`src/common/avsw_consts.svh`:
```
// constants of the audio/video switch register bank
//------------------------------------------------------------
// Contract
// - power-down pin low restores all register defaults
// - main power bit, default one, keeps registers
// - audio bias power bit, default off
// - video output mode bit, default sag mode
// - three source selects, audio and video fields
// - video watch channel field at 04H
// - audio watch settings at 05H, reset 40H
// - masks, level, video watch mode at 06H
// - mode zero: detector sets, status read clears
// - five open-drain outputs, one releases pin
// - status reports left, right, video found
// - writes to status address are discarded
// - interrupt pulls low on unmasked found flags
// - write to 04H resets timer, clears video flag
//------------------------------------------------------------
`ifndef AVSW_CONSTS_SVH
`define AVSW_CONSTS_SVH
`define AVSW_ADDR_POWER 4'h0
`define AVSW_ADDR_SEL1 4'h1
`define AVSW_ADDR_SEL2 4'h2
`define AVSW_ADDR_SEL3 4'h3
`define AVSW_ADDR_VWATCH 4'h4
`define AVSW_ADDR_AWATCH 4'h5
`define AVSW_ADDR_MASKS 4'h6
`define AVSW_ADDR_ODRAIN 4'h7
`define AVSW_ADDR_STATUS 4'h8
`define AVSW_RST_POWER 8'h01
`define AVSW_RST_SEL 8'h00
`define AVSW_RST_VWATCH 8'h00
`define AVSW_RST_AWATCH 8'h40
`define AVSW_RST_MASKS 8'h02
`define AVSW_RST_ODRAIN 8'h1F
`define AVSW_MSK_POWER 8'h13
`define AVSW_MSK_SEL 8'h77
`define AVSW_MSK_VWATCH 8'h70
`define AVSW_MSK_AWATCH 8'hF7
`define AVSW_MSK_MASKS 8'hF7
`define AVSW_MSK_ODRAIN 8'h1F
`define AVSW_BIT_PW 0
`define AVSW_BIT_BIAS 1
`define AVSW_BIT_VMODE 4
`define AVSW_BIT_LMASK 4
`define AVSW_BIT_RMASK 5
`define AVSW_BIT_VMASK 6
`define AVSW_BIT_VWMODE 7
`define AVSW_BIT_LFOUND 4
`define AVSW_BIT_RFOUND 5
`define AVSW_BIT_VFOUND 6
`define AVSW_NUM_ODRAIN 5
`endif

```
`src/common/avsw_pkg.sv`:
```
// types of the audio/video switch register bank
package avsw_pkg;
  typedef struct packed {
    logic main_power_on;
    logic audio_bias_on;
    logic video_out_mode;
  } avsw_power_t;
  typedef struct packed {
    logic [2:0] video_source_out1;
    logic [2:0] audio_source_out1;
    logic [2:0] video_source_out2;
    logic [2:0] audio_source_out2;
    logic [2:0] video_source_out3;
    logic [2:0] audio_source_out3;
  } avsw_route_t;
  typedef struct packed {
    logic [2:0] video_watch_channel_sel;
    logic [2:0] audio_watch_channel_sel;
    logic [1:0] audio_consecutive_count;
    logic [1:0] audio_recovery_time;
    logic [2:0] audio_threshold_level;
    logic video_watch_mode;
  } avsw_watch_t;
endpackage : avsw_pkg

```
`src/logic/avsw_regs.sv`:
```
// register bank of the audio/video switch
`include "avsw_consts.svh"
module avsw_regs
  import avsw_pkg::*;
(
  input wire logic MCLK,
  input wire logic RESET,
  input wire logic POWERDOWN_N_PIN,
  input wire logic WR_STROBE,
  input wire logic RD_STROBE,
  input wire logic [3:0] ADDR,
  input wire logic [7:0] WDATA,
  output logic [7:0] RDATA,
  input wire logic LEFT_AUDIO_PULSE,
  input wire logic RIGHT_AUDIO_PULSE,
  input wire logic VIDEO_SYNC_PULSE,
  input wire logic VIDEO_QUALIFIED,
  output logic VIDEO_TIMER_RESET,
  output avsw_power_t POWER_CTRL,
  output avsw_route_t ROUTE_CTRL,
  output avsw_watch_t WATCH_CTRL,
  output logic [4:0] OPEN_DRAIN_OUT_BITS_O,
  output logic [4:0] OPEN_DRAIN_OUT_BITS_OE,
  output logic INT_O,
  output logic INT_OE
);
  //------------------------------------------------------------
  // registers
  //------------------------------------------------------------
  logic [7:0] power_reg, sel1_reg, sel2_reg, sel3_reg;
  logic [7:0] vwatch_reg, awatch_reg, masks_reg, odrain_reg;
  logic left_found_reg, right_found_reg, video_found_reg;
  logic timer_reset_reg;
  logic [7:0] rdata_reg;
  // fold the pin into reset; it is a level held low, taken synchronous
  wire logic clr = !POWERDOWN_N_PIN;
  wire logic wr_power = WR_STROBE && ADDR == `AVSW_ADDR_POWER;
  wire logic wr_sel1 = WR_STROBE && ADDR == `AVSW_ADDR_SEL1;
  wire logic wr_sel2 = WR_STROBE && ADDR == `AVSW_ADDR_SEL2;
  wire logic wr_sel3 = WR_STROBE && ADDR == `AVSW_ADDR_SEL3;
  wire logic wr_vwatch = WR_STROBE && ADDR == `AVSW_ADDR_VWATCH;
  wire logic wr_awatch = WR_STROBE && ADDR == `AVSW_ADDR_AWATCH;
  wire logic wr_masks = WR_STROBE && ADDR == `AVSW_ADDR_MASKS;
  wire logic wr_odrain = WR_STROBE && ADDR == `AVSW_ADDR_ODRAIN;
  // status address has no write decode at all
  wire logic rd_status = RD_STROBE && ADDR == `AVSW_ADDR_STATUS;
  wire logic vmode = masks_reg[`AVSW_BIT_VWMODE];

  // fixed-zero bits kept zero even if host breaks its side
  always_ff @(posedge MCLK or posedge RESET) begin
    if (RESET) begin
      power_reg <= `AVSW_RST_POWER;
      sel1_reg <= `AVSW_RST_SEL;
      sel2_reg <= `AVSW_RST_SEL;
      sel3_reg <= `AVSW_RST_SEL;
      vwatch_reg <= `AVSW_RST_VWATCH;
      awatch_reg <= `AVSW_RST_AWATCH;
      masks_reg <= `AVSW_RST_MASKS;
      odrain_reg <= `AVSW_RST_ODRAIN;
    end else if (clr) begin
      power_reg <= `AVSW_RST_POWER;
      sel1_reg <= `AVSW_RST_SEL;
      sel2_reg <= `AVSW_RST_SEL;
      sel3_reg <= `AVSW_RST_SEL;
      vwatch_reg <= `AVSW_RST_VWATCH;
      awatch_reg <= `AVSW_RST_AWATCH;
      masks_reg <= `AVSW_RST_MASKS;
      odrain_reg <= `AVSW_RST_ODRAIN;
    end else begin
      if (wr_power) power_reg <= WDATA & `AVSW_MSK_POWER;
      if (wr_sel1) sel1_reg <= WDATA & `AVSW_MSK_SEL;
      if (wr_sel2) sel2_reg <= WDATA & `AVSW_MSK_SEL;
      if (wr_sel3) sel3_reg <= WDATA & `AVSW_MSK_SEL;
      if (wr_vwatch) vwatch_reg <= WDATA & `AVSW_MSK_VWATCH;
      if (wr_awatch) awatch_reg <= WDATA & `AVSW_MSK_AWATCH;
      if (wr_masks) masks_reg <= WDATA & `AVSW_MSK_MASKS;
      if (wr_odrain) odrain_reg <= WDATA & `AVSW_MSK_ODRAIN;
    end
  end

  //------------------------------------------------------------
  // found flags
  //------------------------------------------------------------
  // a pulse in the read cycle wins over the read clear
  wire logic left_next = LEFT_AUDIO_PULSE ||
    (left_found_reg && !rd_status);
  wire logic right_next = RIGHT_AUDIO_PULSE ||
    (right_found_reg && !rd_status);
  wire logic video_next = vmode ? VIDEO_QUALIFIED :
    (VIDEO_SYNC_PULSE || (video_found_reg && !rd_status));

  // main power off freezes detection but keeps register contents
  wire logic active = power_reg[`AVSW_BIT_PW];

  always_ff @(posedge MCLK or posedge RESET) begin
    if (RESET) begin
      left_found_reg <= 1'b0;
      right_found_reg <= 1'b0;
      video_found_reg <= 1'b0;
      timer_reset_reg <= 1'b0;
    end else if (clr) begin
      left_found_reg <= 1'b0;
      right_found_reg <= 1'b0;
      video_found_reg <= 1'b0;
      timer_reset_reg <= 1'b1;
    end else begin
      timer_reset_reg <= wr_vwatch;
      if (active) begin
        left_found_reg <= left_next;
        right_found_reg <= right_next;
      end
      if (wr_vwatch) video_found_reg <= 1'b0;
      else if (active) video_found_reg <= video_next;
    end
  end

  //------------------------------------------------------------
  // read data
  //------------------------------------------------------------
  logic [7:0] status_word;
  logic [7:0] rd_mux;
  always_comb begin
    status_word = 8'h00;
    status_word[`AVSW_BIT_LFOUND] = left_found_reg;
    status_word[`AVSW_BIT_RFOUND] = right_found_reg;
    status_word[`AVSW_BIT_VFOUND] = video_found_reg;
  end
  // unmapped addresses read zero; host writes stay below 09H, host reads do not
  always_comb begin
    unique case (ADDR)
      `AVSW_ADDR_POWER: rd_mux = power_reg;
      `AVSW_ADDR_SEL1: rd_mux = sel1_reg;
      `AVSW_ADDR_SEL2: rd_mux = sel2_reg;
      `AVSW_ADDR_SEL3: rd_mux = sel3_reg;
      `AVSW_ADDR_VWATCH: rd_mux = vwatch_reg;
      `AVSW_ADDR_AWATCH: rd_mux = awatch_reg;
      `AVSW_ADDR_MASKS: rd_mux = masks_reg;
      `AVSW_ADDR_ODRAIN: rd_mux = odrain_reg;
      `AVSW_ADDR_STATUS: rd_mux = status_word;
      default: rd_mux = 8'h00;
    endcase
  end
  always_ff @(posedge MCLK or posedge RESET) begin
    if (RESET) rdata_reg <= 8'h00;
    else if (RD_STROBE) rdata_reg <= rd_mux;
  end
  assign RDATA = rdata_reg;

  //------------------------------------------------------------
  // outputs to analog sections and pins
  //------------------------------------------------------------
  assign POWER_CTRL.main_power_on = power_reg[`AVSW_BIT_PW];
  assign POWER_CTRL.audio_bias_on = power_reg[`AVSW_BIT_BIAS];
  assign POWER_CTRL.video_out_mode = power_reg[`AVSW_BIT_VMODE];
  assign ROUTE_CTRL = {sel1_reg[6:4], sel1_reg[2:0], sel2_reg[6:4],
    sel2_reg[2:0], sel3_reg[6:4], sel3_reg[2:0]};
  assign WATCH_CTRL = {vwatch_reg[6:4], awatch_reg[2:0], awatch_reg[5:4],
    awatch_reg[7:6], masks_reg[2:0], vmode};
  assign VIDEO_TIMER_RESET = timer_reset_reg;
  // open drain: only ever drive low
  assign OPEN_DRAIN_OUT_BITS_O = 5'h00;
  assign OPEN_DRAIN_OUT_BITS_OE = ~odrain_reg[4:0];
  // video mask does not touch the flag itself, only the interrupt
  wire logic int_src =
    (left_found_reg && !masks_reg[`AVSW_BIT_LMASK]) ||
    (right_found_reg && !masks_reg[`AVSW_BIT_RMASK]) ||
    (video_found_reg && !masks_reg[`AVSW_BIT_VMASK]);
  assign INT_O = 1'b0;
  assign INT_OE = int_src;
endmodule : avsw_regs

```
`config.mk`:
```
export PLATFORM = sky130hd
export DESIGN_NAME = avsw_regs
export DESIGN_NICKNAME = d
export VERILOG_FILES = /design/src/common/avsw_pkg.sv /design/src/logic/avsw_regs.sv
export VERILOG_INCLUDE_DIRS = /design/src /design/src/common
export SDC_FILE = /design/constraint.sdc
export NUM_CORES = 1
export LEC_CHECK = 0
export BUFFER_PORTS_ARGS = -buffer_cell sky130_fd_sc_hd__buf_4
export CAP_MARGIN = 20
export CELL_PAD_IN_SITES_DETAIL_PLACEMENT = 1
export CELL_PAD_IN_SITES_GLOBAL_PLACEMENT = 1
export CORE_ASPECT_RATIO = 1.25
export CORE_MARGIN = 1.5
export CORE_UTILIZATION = 37
export DETAILED_ROUTE_END_ITERATION = 12
export PLACE_DENSITY_LB_ADDON = 0.1
export SLEW_MARGIN = 20
export SYNTH_ARGS = -nofsm -noshare
export SYNTH_HDL_FRONTEND = slang
export SYNTH_SLANG_ARGS = --single-unit
```
`constraint.sdc`:
```
create_clock -name MCLK -period 1.54 [get_ports MCLK]
set_input_delay 0.077 -clock MCLK [delete_from_list [all_inputs] [get_ports MCLK]]
set_output_delay 0.077 -clock MCLK [all_outputs]
set_load 0.005 [all_outputs]
```
* Word-level counts from Yosys, hierarchy flattened
Cells that the tools add are included.
Operators by class: $add $sub $neg 0, $mul 0, div/mod/pow operators 0, $lt $le $gt $ge 0, eq/ne operators 18, shifts and indexed selects 0, mux-type cells 26, bitwise gates (word level) 1, reductions and logical operators 25
Operator list (number):
- $mux W8 | 16
- $pmux W8 S9 | 1
- $ne A2 B1 Y1 const B | 9
- $eq A4 B3 Y1 const B | 4
- $logic_and A1 B1 Y1 | 15
- $mux W1 | 9
- $eq A4 B2 Y1 const B | 2
- $logic_or A1 B1 Y1 | 5
- $not A5 Y5 | 1
- $eq A4 B1 Y1 const B | 1
- $eq A4 B4 Y1 const B | 1
- $logic_not A1 Y1 | 4
- $logic_not A4 Y1 | 1
- $ne A3 B1 Y1 const B | 1
Storage, ports and cells: bits in registers 76, latch bits 0, memory bits (writable) 0, bits in read-only memories 0, input bits 21, output and inout port bits 56, word-level logic and storage cells 83, memories kept 0

* Depth between registers and ports, before layout
Gate-level depths: netlist of the first run.
depth in word-level cells 9, mapped depth 6, depth with buffers taken out 4

* Worst setup path before layout of the first run
No wires, ideal clock.
path kind reg-to-reg, start register sel3_reg[6], end register rdata_reg[6], in the netlist RDATA[6], setup time 0.127 ns, arrival time 1.114 ns, required time 1.413 ns, path slack 0.299 ns, cell stages (with the launch flop) 5, path buffers 0, clock period less this slack 1.241 ns, path through dfrtp_1 > mux2_2 > a32o_1 > a222oi_1 > o2bb2ai_1
Between the ends: longest elaborated chain between the ends 1
RTL lines:
- start: declaration | line avsw_regs.sv:30 | logic [7:0] power_reg, sel1_reg, sel2_reg, sel3_reg;
- start signal: assignment | line avsw_regs.sv:55 | sel3_reg <= `AVSW_RST_SEL;
- start signal: assignment | line avsw_regs.sv:64 | sel3_reg <= `AVSW_RST_SEL;
- start signal: assignment | line avsw_regs.sv:73 | if (wr_sel3) sel3_reg <= WDATA & `AVSW_MSK_SEL;
- $pmux W8 S9 | line avsw_regs.sv:130 | unique case (ADDR)
- end signal: assignment | line avsw_regs.sv:145 | else if (RD_STROBE) rdata_reg <= rd_mux;
- end: declaration | line avsw_regs.sv:34 | logic [7:0] rdata_reg;
Every way passes these cells. A chain may end at the register's enable or synchronous reset.

* Worst setup path after layout of the first run
start register sel2_reg[6], end register rdata_reg[6], in the netlist RDATA[6]
Between the ends: longest elaborated chain between the ends 1
RTL lines:
- start: declaration | line avsw_regs.sv:30
- start signal: assignment | line avsw_regs.sv:54 | sel2_reg <= `AVSW_RST_SEL;
- start signal: assignment | line avsw_regs.sv:63 | sel2_reg <= `AVSW_RST_SEL;
- start signal: assignment | line avsw_regs.sv:72 | if (wr_sel2) sel2_reg <= WDATA & `AVSW_MSK_SEL;
- $pmux W8 S9 | line avsw_regs.sv:130
Every way passes these cells.

==> results of run 1 <==
-- synthesized netlist by cell type (7+ instances only) --
cell	number
nand2_1	33
buf_2	7
nor2b_1	26
nand3_1	22
inv_1	12
a21boi_0	14
clkbuf_1	8
mux2i_1	29
buf_4	15
nor2_1	7
dfrtp_1	47
dfstp_2	8
-- cell type report --
class                      count  share of cell area, %
clock buffer                   7                   2.09
inverter                      12                   1.24
tap                           95                   3.26
sequential                    55                   38.0
clock inverter                 1                  0.137
timing repair buffer          87                   18.3
multi-input combinational    192                   36.9
-- through the flow --
| step | std cells | area (um2) | power (mW) | setup TNS [ns] |
|---|---|---|---|---|
| after floorplan | 289 | 2950 | 1.74 | 0 |
| after global placement | 440 | 3550 | 1.91 | 0 |
| after detailed placement | 440 | 3550 | 1.92 | 0 |
| after CTS | 449 | 3640 | 2.72 | 0 |
| after global routing | 449 | 3640 | 2.81 | -0.0360 |
| final | 449 | 3640 | 2.69 | 0 |
-- power by group through the flow --
stage	clock network, mW	logic (mW)	registers [mW]
floorplan	0	0.213	1.53
global placement	0	0.378	1.53
detailed placement	0	0.386	1.54
CTS	0.818	0.389	1.51
global route	0.874	0.424	1.51
finish	0.796	0.386	1.51
-- worst max-delay path, delay by kind of cell, from the launching register on --
family          cells  cell delay (ns)
flops               1             0.42
mux                 1             0.28
compound gates      3             0.68
-- cells by family (layout without fill, tap and decap cells) --
logic type | count (synthesis) | in the layout | synth area share (%)
multiplexers | 36 | 36 | 13.4
AND/OR/NAND/NOR | 100 | 100 | 18.4
other | 1 | 6 | 0.128
AO/OA/AOI/OAI | 50 | 50 | 13.2
flip-flops | 55 | 55 | 47.3
buffers and inverters | 42 | 107 | 7.60
-- final timing paths --
check,slack [ns],endpoint,startpoint,depth (start not counted)
setup / recovery,0.04,RDATA[6],sel2_reg[6],4
max in group asynchronous,0.85,masks_reg[1],RESET,4
hold / removal,0.02,odrain_reg[3],WDATA[3],3
setup reg to reg,0.04,RDATA[6],sel2_reg[6],4
min in group asynchronous,0.38,sel3_reg[5],RESET,4
hold reg to reg,0.49,RDATA[3],RDATA[3],2
-- timing repair --
| action | in CTS | in global routing |
|---|---|---|
| setup endpoints to repair | 0 | 1 |
| hold endpoints to repair | 47 | 0 |
| hold buffers | 1 | 0 |
| gates resized for setup | 0 | 1 |
-- layer usage --
layer | track usage [%] | vias up | wire, um | part of all wire, %
li1 | - | 1118 | - | -
met5 | 0 | - | 0 | 0
met3 | 3.19 | 10 | 327 | 3.7
met4 | 6.03 | 0 | 141 | 1.6
met2 | 36.7 | 65 | 4430 | 50
met1 | 30.4 | 1244 | 3890 | 44
==> summary.txt, run 1 <==
Min path
  • HP Class: input pin to flip-flop

Placement
  • GP Congestion: 0.830
  • Pre-CTS setup slack: 0.0552 ns
  • Hpwl dp: 6300 um
  • PortBufs: 70

Synth
  • Top cells by area, synth: dfrtp_1 (40%), mux2i_1 (9.9%), dfstp_2 (7.2%), nor2b_1 (5.6%), nand2_1 (4.2%)
  • Synth Cell Area: 2930 um2
  • Flops & latches, synth: 55
  • Post-synth EDFFs: 0
  • Dominant synthesized flop cell: dfrtp_1
  • Count of different cell masters after synthesis: 40
  • Async SR Flop Fraction: 100%
  • Area leader, netlist: dfrtp_1
  • Sequential element share of the synthesized area: 47.3%
  • Synth top area share: 40.1%
  • Syn. warnings: 0
  • Mean Syn Cell Area: 10.3 um2
  • Gate Count Post-Synth: 284

Critical path
  • Required @ worst endpoint: 1.73 ns
  • Worst Path Max Fanout: 3
  • Crit path kind: flip-flop to flip-flop
  • CP max-delay cell: dfrtp_1
  • Slowest stage delay, CP: 0.42 ns
  • Crit-path cells: mux2_4 > a32o_1 > a222oi_1 > o2bb2ai_1
  • Arr. time, crit path: 1.69 ns
  • Startpoint types: flip-flop
  • Worst setup EP type: flip-flop

Detailed routing
  • Post-DRT Antenna Nets: 0
  • Drt pass-1 iters: 5
  • Vias: 2437
  • Avg WL per Cell: 19.6 um
  • Drt drc: 0
  • Vias/cell: 5.43
  • Starting DRT DRC Count: 127
  • Routed WL: 8780 um

STA
  • Final setup vio count: 0
  • Fmax achieved: 667 MHz
  • Final Critical Period: 1.50 ns
  • Worst setup margin: 0.0401 ns
  • Hold slack final: 0.0150 ns
  • Final hold vios: 0
  • Final period util: 97.4%
  • Fin Clk Skew: 0.00240 ns
  • RSZ-0062 raised after global routing: yes
  • Pins Over Slew Limit: 0

Clocking
  • Root buf cell: clkbuf_8
  • CTS tree: done
  • CTS buffer count: 5
  • Worst-path clk slew: 0.10 ns
  • Post-CTS setup repair buffer count: 0
  • Clock H-tree levels: 2
  • Skew-Pair Late Insertion Delay: 0.31 ns
  • Clock Tree Buf Depth: 2
  • Sink Count: 55

Power
  • Leakage power: 1.69 nW
  • Clock power frac: 29.6%
  • Maximum vdd ir drop: 414 uV
  • Pint: 1.97 mW
  • Combinational Power Share: 14.3%
  • Power per cell area: 738 nW/um2
  • Net Sw Frac: 26.7%
  • Seq pwr share: 56.1%
  • Sw power: 0.719 mW

Global route
  • Vias in the first global route: 2463
  • Initial antenna violation count: 0
  • Global-route wire length before repair: 13900 um
  • Gr usage total: 22.2%
  • Largest net degree at the start of global routing: 56
  • GRT overflow: 0

Final layout
  • Antenna fix cells: 0
  • Max reg flops: 8
  • Share of layout cells above drive strength 1: 31.9%
  • Layout area overhead: 24.3%
  • Commonest non-fill, non-tap cells in the layout: buf_4 (85), dfrtp_1 (47), nand2_1 (33), mux2i_1 (29), nor2b_1 (26)
  • Multi-input gate area in the final layout: 1340 um2
  • Commonest non-fill, non-tap cell in the layout: buf_4
  • Filler cell count: 890
  • Core Util, Final: 47.0%
  • Layout Nets: 374
  • Reg area: 1390 um2

Floorplanning
  • Core ar.: 7750 um2
  • Ports: 77
  • Site row count: 36
  • Die Y: 102 um
  • Initial Util: 37.8%
  • Die area: 8470 um2
  • Die W: 82.6 um

Status
  • Status: finished, final reports clean

Job
  • Max Cap Viol: 0
(Power assumes the default switching activity.)
==> inputs of run 2 (changes only) <==
clock period = 1.4 ns   (was 1.54 ns; I/O delays follow)
==> run 2 against run 1 <==
  * The flow now finishes with violations (hold timing, setup timing)
  * Cell area rose by 2.2%
  * Critical path depth did not move
  * Die area is the same
  * Power grew 11%
  * Sequential share of layout area decreased by 0.81 points
  * Sequential power rose by 9.9%
  * Cell count rose by 2.0%
  * Count of clock-buffer cells in the layout rose by 1
  * Largest cell class unchanged
  * Highest routed layer unchanged
==> summary.txt, run 2 (synthesis gave the netlist of run 1 again) <==
Status
  • Status: finished, violations left
  • Failing checks: hold timing, setup timing

Clocking
  • Sink Count: 55 (unchanged)
  • CTS tree: done
  • Clock H-tree levels: 2 (unchanged)
  • CTS buffer count: 5 (unchanged)
  • Clock Tree Buf Depth: 2 (unchanged)
  • Worst-path clk slew: 0.10 ns (about the same)
  • Root buf cell: clkbuf_8
  • Skew-Pair Late Insertion Delay: 0.31 ns (about the same)

STA
  • Final Critical Period: 1.42 ns (-0.0799 ns)
  • Final period util: 101% (+4.0 points)
  • Fmax achieved: 704 MHz (+5.6%)
  • Hold slack final: -0.00503 ns (-0.0201 ns)
  • Final setup vio count: 1 (+1)
  • Setup TNS: -0.0200 ns (-0.0200 ns)
  • Final hold vios: 1 (+1)
  • RSZ-0062 raised after global routing: yes
  • Worst setup margin: -0.0200 ns (-0.0601 ns)
  • Pins Over Slew Limit: 0 (unchanged)
  • Fin Clk Skew: 0.00275 ns (+0.000348 ns)

Detailed routing
  • Drt drc: 0 (unchanged)
  • Vias: 2381 (-2.3%)
  • Starting DRT DRC Count: 95 (-25%)
  • Vias/cell: 5.20 (-4.2%)
  • DR WL met2: 4120 um (-6.9%)
  • Avg WL per Cell: 18.8 um (-4.0%)
  • Post-DRT Antenna Nets: 0 (unchanged)
  • Top sig layer: met4
  • Routed WL: 8600 um (-2.1%)
  • Wl on met1: 3950 um (+1.7%)
  • Drt pass-1 iters: 4 (-1)
  • Metal3 WL: 341 um (+4.3%)

Global route
  • GRT overflow: 0 (unchanged)
  • Gr usage total: 21.8% (-0.46 points)
  • Initial antenna violation count: 0 (unchanged)
  • Vias in the first global route: 2471 (+0.32%)
  • Largest net degree at the start of global routing: 56 (unchanged)
  • Global-route wire length before repair: 13600 um (-1.6%)

Critical path
  • R2R cell count: 4 (unchanged)
  • Startpoint types: flip-flop
  • Crit path kind: flip-flop to flip-flop
  • Worst Setup SP: sel2_reg[6]
  • Worst Path Max Fanout: 3 (unchanged)
  • Worst setup EP type: flip-flop
  • Required @ worst endpoint: 1.59 ns (-0.14 ns)
  • Worst reg2reg setup slack: -0.02 ns (-0.06 ns)
  • Critical R2R Capture: RDATA[6]
  • FF-to-FF Start: sel2_reg[6]
  • Arr. time, crit path: 1.61 ns (-0.08 ns)

Placement
  • Placed cell count: 449 (+2.0%)
  • PortBufs: 70 (unchanged)
  • Hpwl dp: 6250 um (-0.83%)
  • GP Congestion: 0.829 (-0.16%)

Min path
  • Worst Hold End: odrain_reg[3]
  • Cell count of the worst hold path: 3 (unchanged)
  • HP Class: input pin to flip-flop
  • Hold wc startpoint: WDATA[3]

Floorplanning
  • Die W: 82.6 um (unchanged)
  • Core ar.: 7750 um2 (unchanged)
  • Site row count: 36 (unchanged)
  • Ports: 77 (unchanged)
  • Die area: 8470 um2 (unchanged)
  • Die Y: 102 um (unchanged)
  • Initial Util: 37.8% (unchanged)

Power
  • Maximum vdd ir drop: 420 uV (+1.4%)
  • Leakage power: 1.74 nW (+2.7%)
  • PnR Total Power: 2.97 mW (+11%)
  • Power per cell area: 799 nW/um2 (+8.2%)

Final layout
  • Antenna fix cells: 0 (unchanged)
  • Filler cell count: 899 (+1.0%)
  • Reg area: 1390 um2 (unchanged)
  • Multi-input gate area in the final layout: 1340 um2 (unchanged)
  • Share of layout cells above drive strength 1: 33.3% (+1.4 points)
  • Commonest non-fill, non-tap cells in the layout: buf_4 (93), dfrtp_1 (47), nand2_1 (33), mux2i_1 (29), nor2b_1 (26)
  • Max reg flops: 8 (unchanged)
  • Final instance count without filler cells: 458 (+2.0%)
  • Layout Nets: 383 (+2.4%)
  • Commonest non-fill, non-tap cell in the layout: buf_4
  • Layout area overhead: 27.0%

Job
  • Max Cap Viol: 0 (unchanged)
## run 2: cell type report
class	count	share of cell area (%)
sequential	55	37.2
timing repair buffer	96	20.1
inverter	12	1.21
multi-input combinational	192	36.1
tap	95	3.19
clock buffer	8	2.15
## run 2: routing by layer
metal	track usage (%)	up-vias
met2	34.1	63
met5	0	-
met4	6.92	0
met1	30.9	1173
met3	3.19	15
li1	-	1130
## run 2: power breakdown
group	internal, mW	switching (mW)
Clock	0.358	0.522
Combinational	0.199	0.237
Sequential	1.63	0.0297
Total	2.18	0.789
## run 2: worst max-delay path, cell delays in order, from the launching register on
cell       delay, ns
dfrtp_1         0.41
mux2_4          0.27
a32o_1          0.22
a222oi_1        0.30
o2bb2ai_1       0.10
## run 2: metrics by stage
step | cell area, um2 | hold slack, ns | utilization [%] | worst slack (ns)
floorplan | 2950 | 0.197 | - | 0.000308
global placement | 3630 | 0.159 | 46.8 | 0.0594
detailed placement | 3630 | 0.161 | 46.8 | -0.000970
CTS | 3720 | 0.000326 | 48.0 | -0.0360
global route | 3720 | 0.0249 | 48.0 | -0.109
finish | 3720 | -0.00503 | 48.0 | -0.0200
## run 2: worst max-delay path by stage
stage                     cells past startpoint      endpoint  slack [ns]
after floorplan                               1      RDATA[0]      0.0003
after global placement                        6  masks_reg[4]        0.06
after detailed placement                      6  masks_reg[7]      -0.001
after CTS                                     4      RDATA[6]       -0.04
after global routing                          4      RDATA[6]       -0.11
final                                         4      RDATA[6]       -0.02
## run 2: repair_timing
item                       in CTS  in global routing
hold buffers                    1                  0
setup buffers                   0                  0
hold endpoints to repair       47                  0
setup endpoints to repair       1                  1
gates resized for setup         1                  0
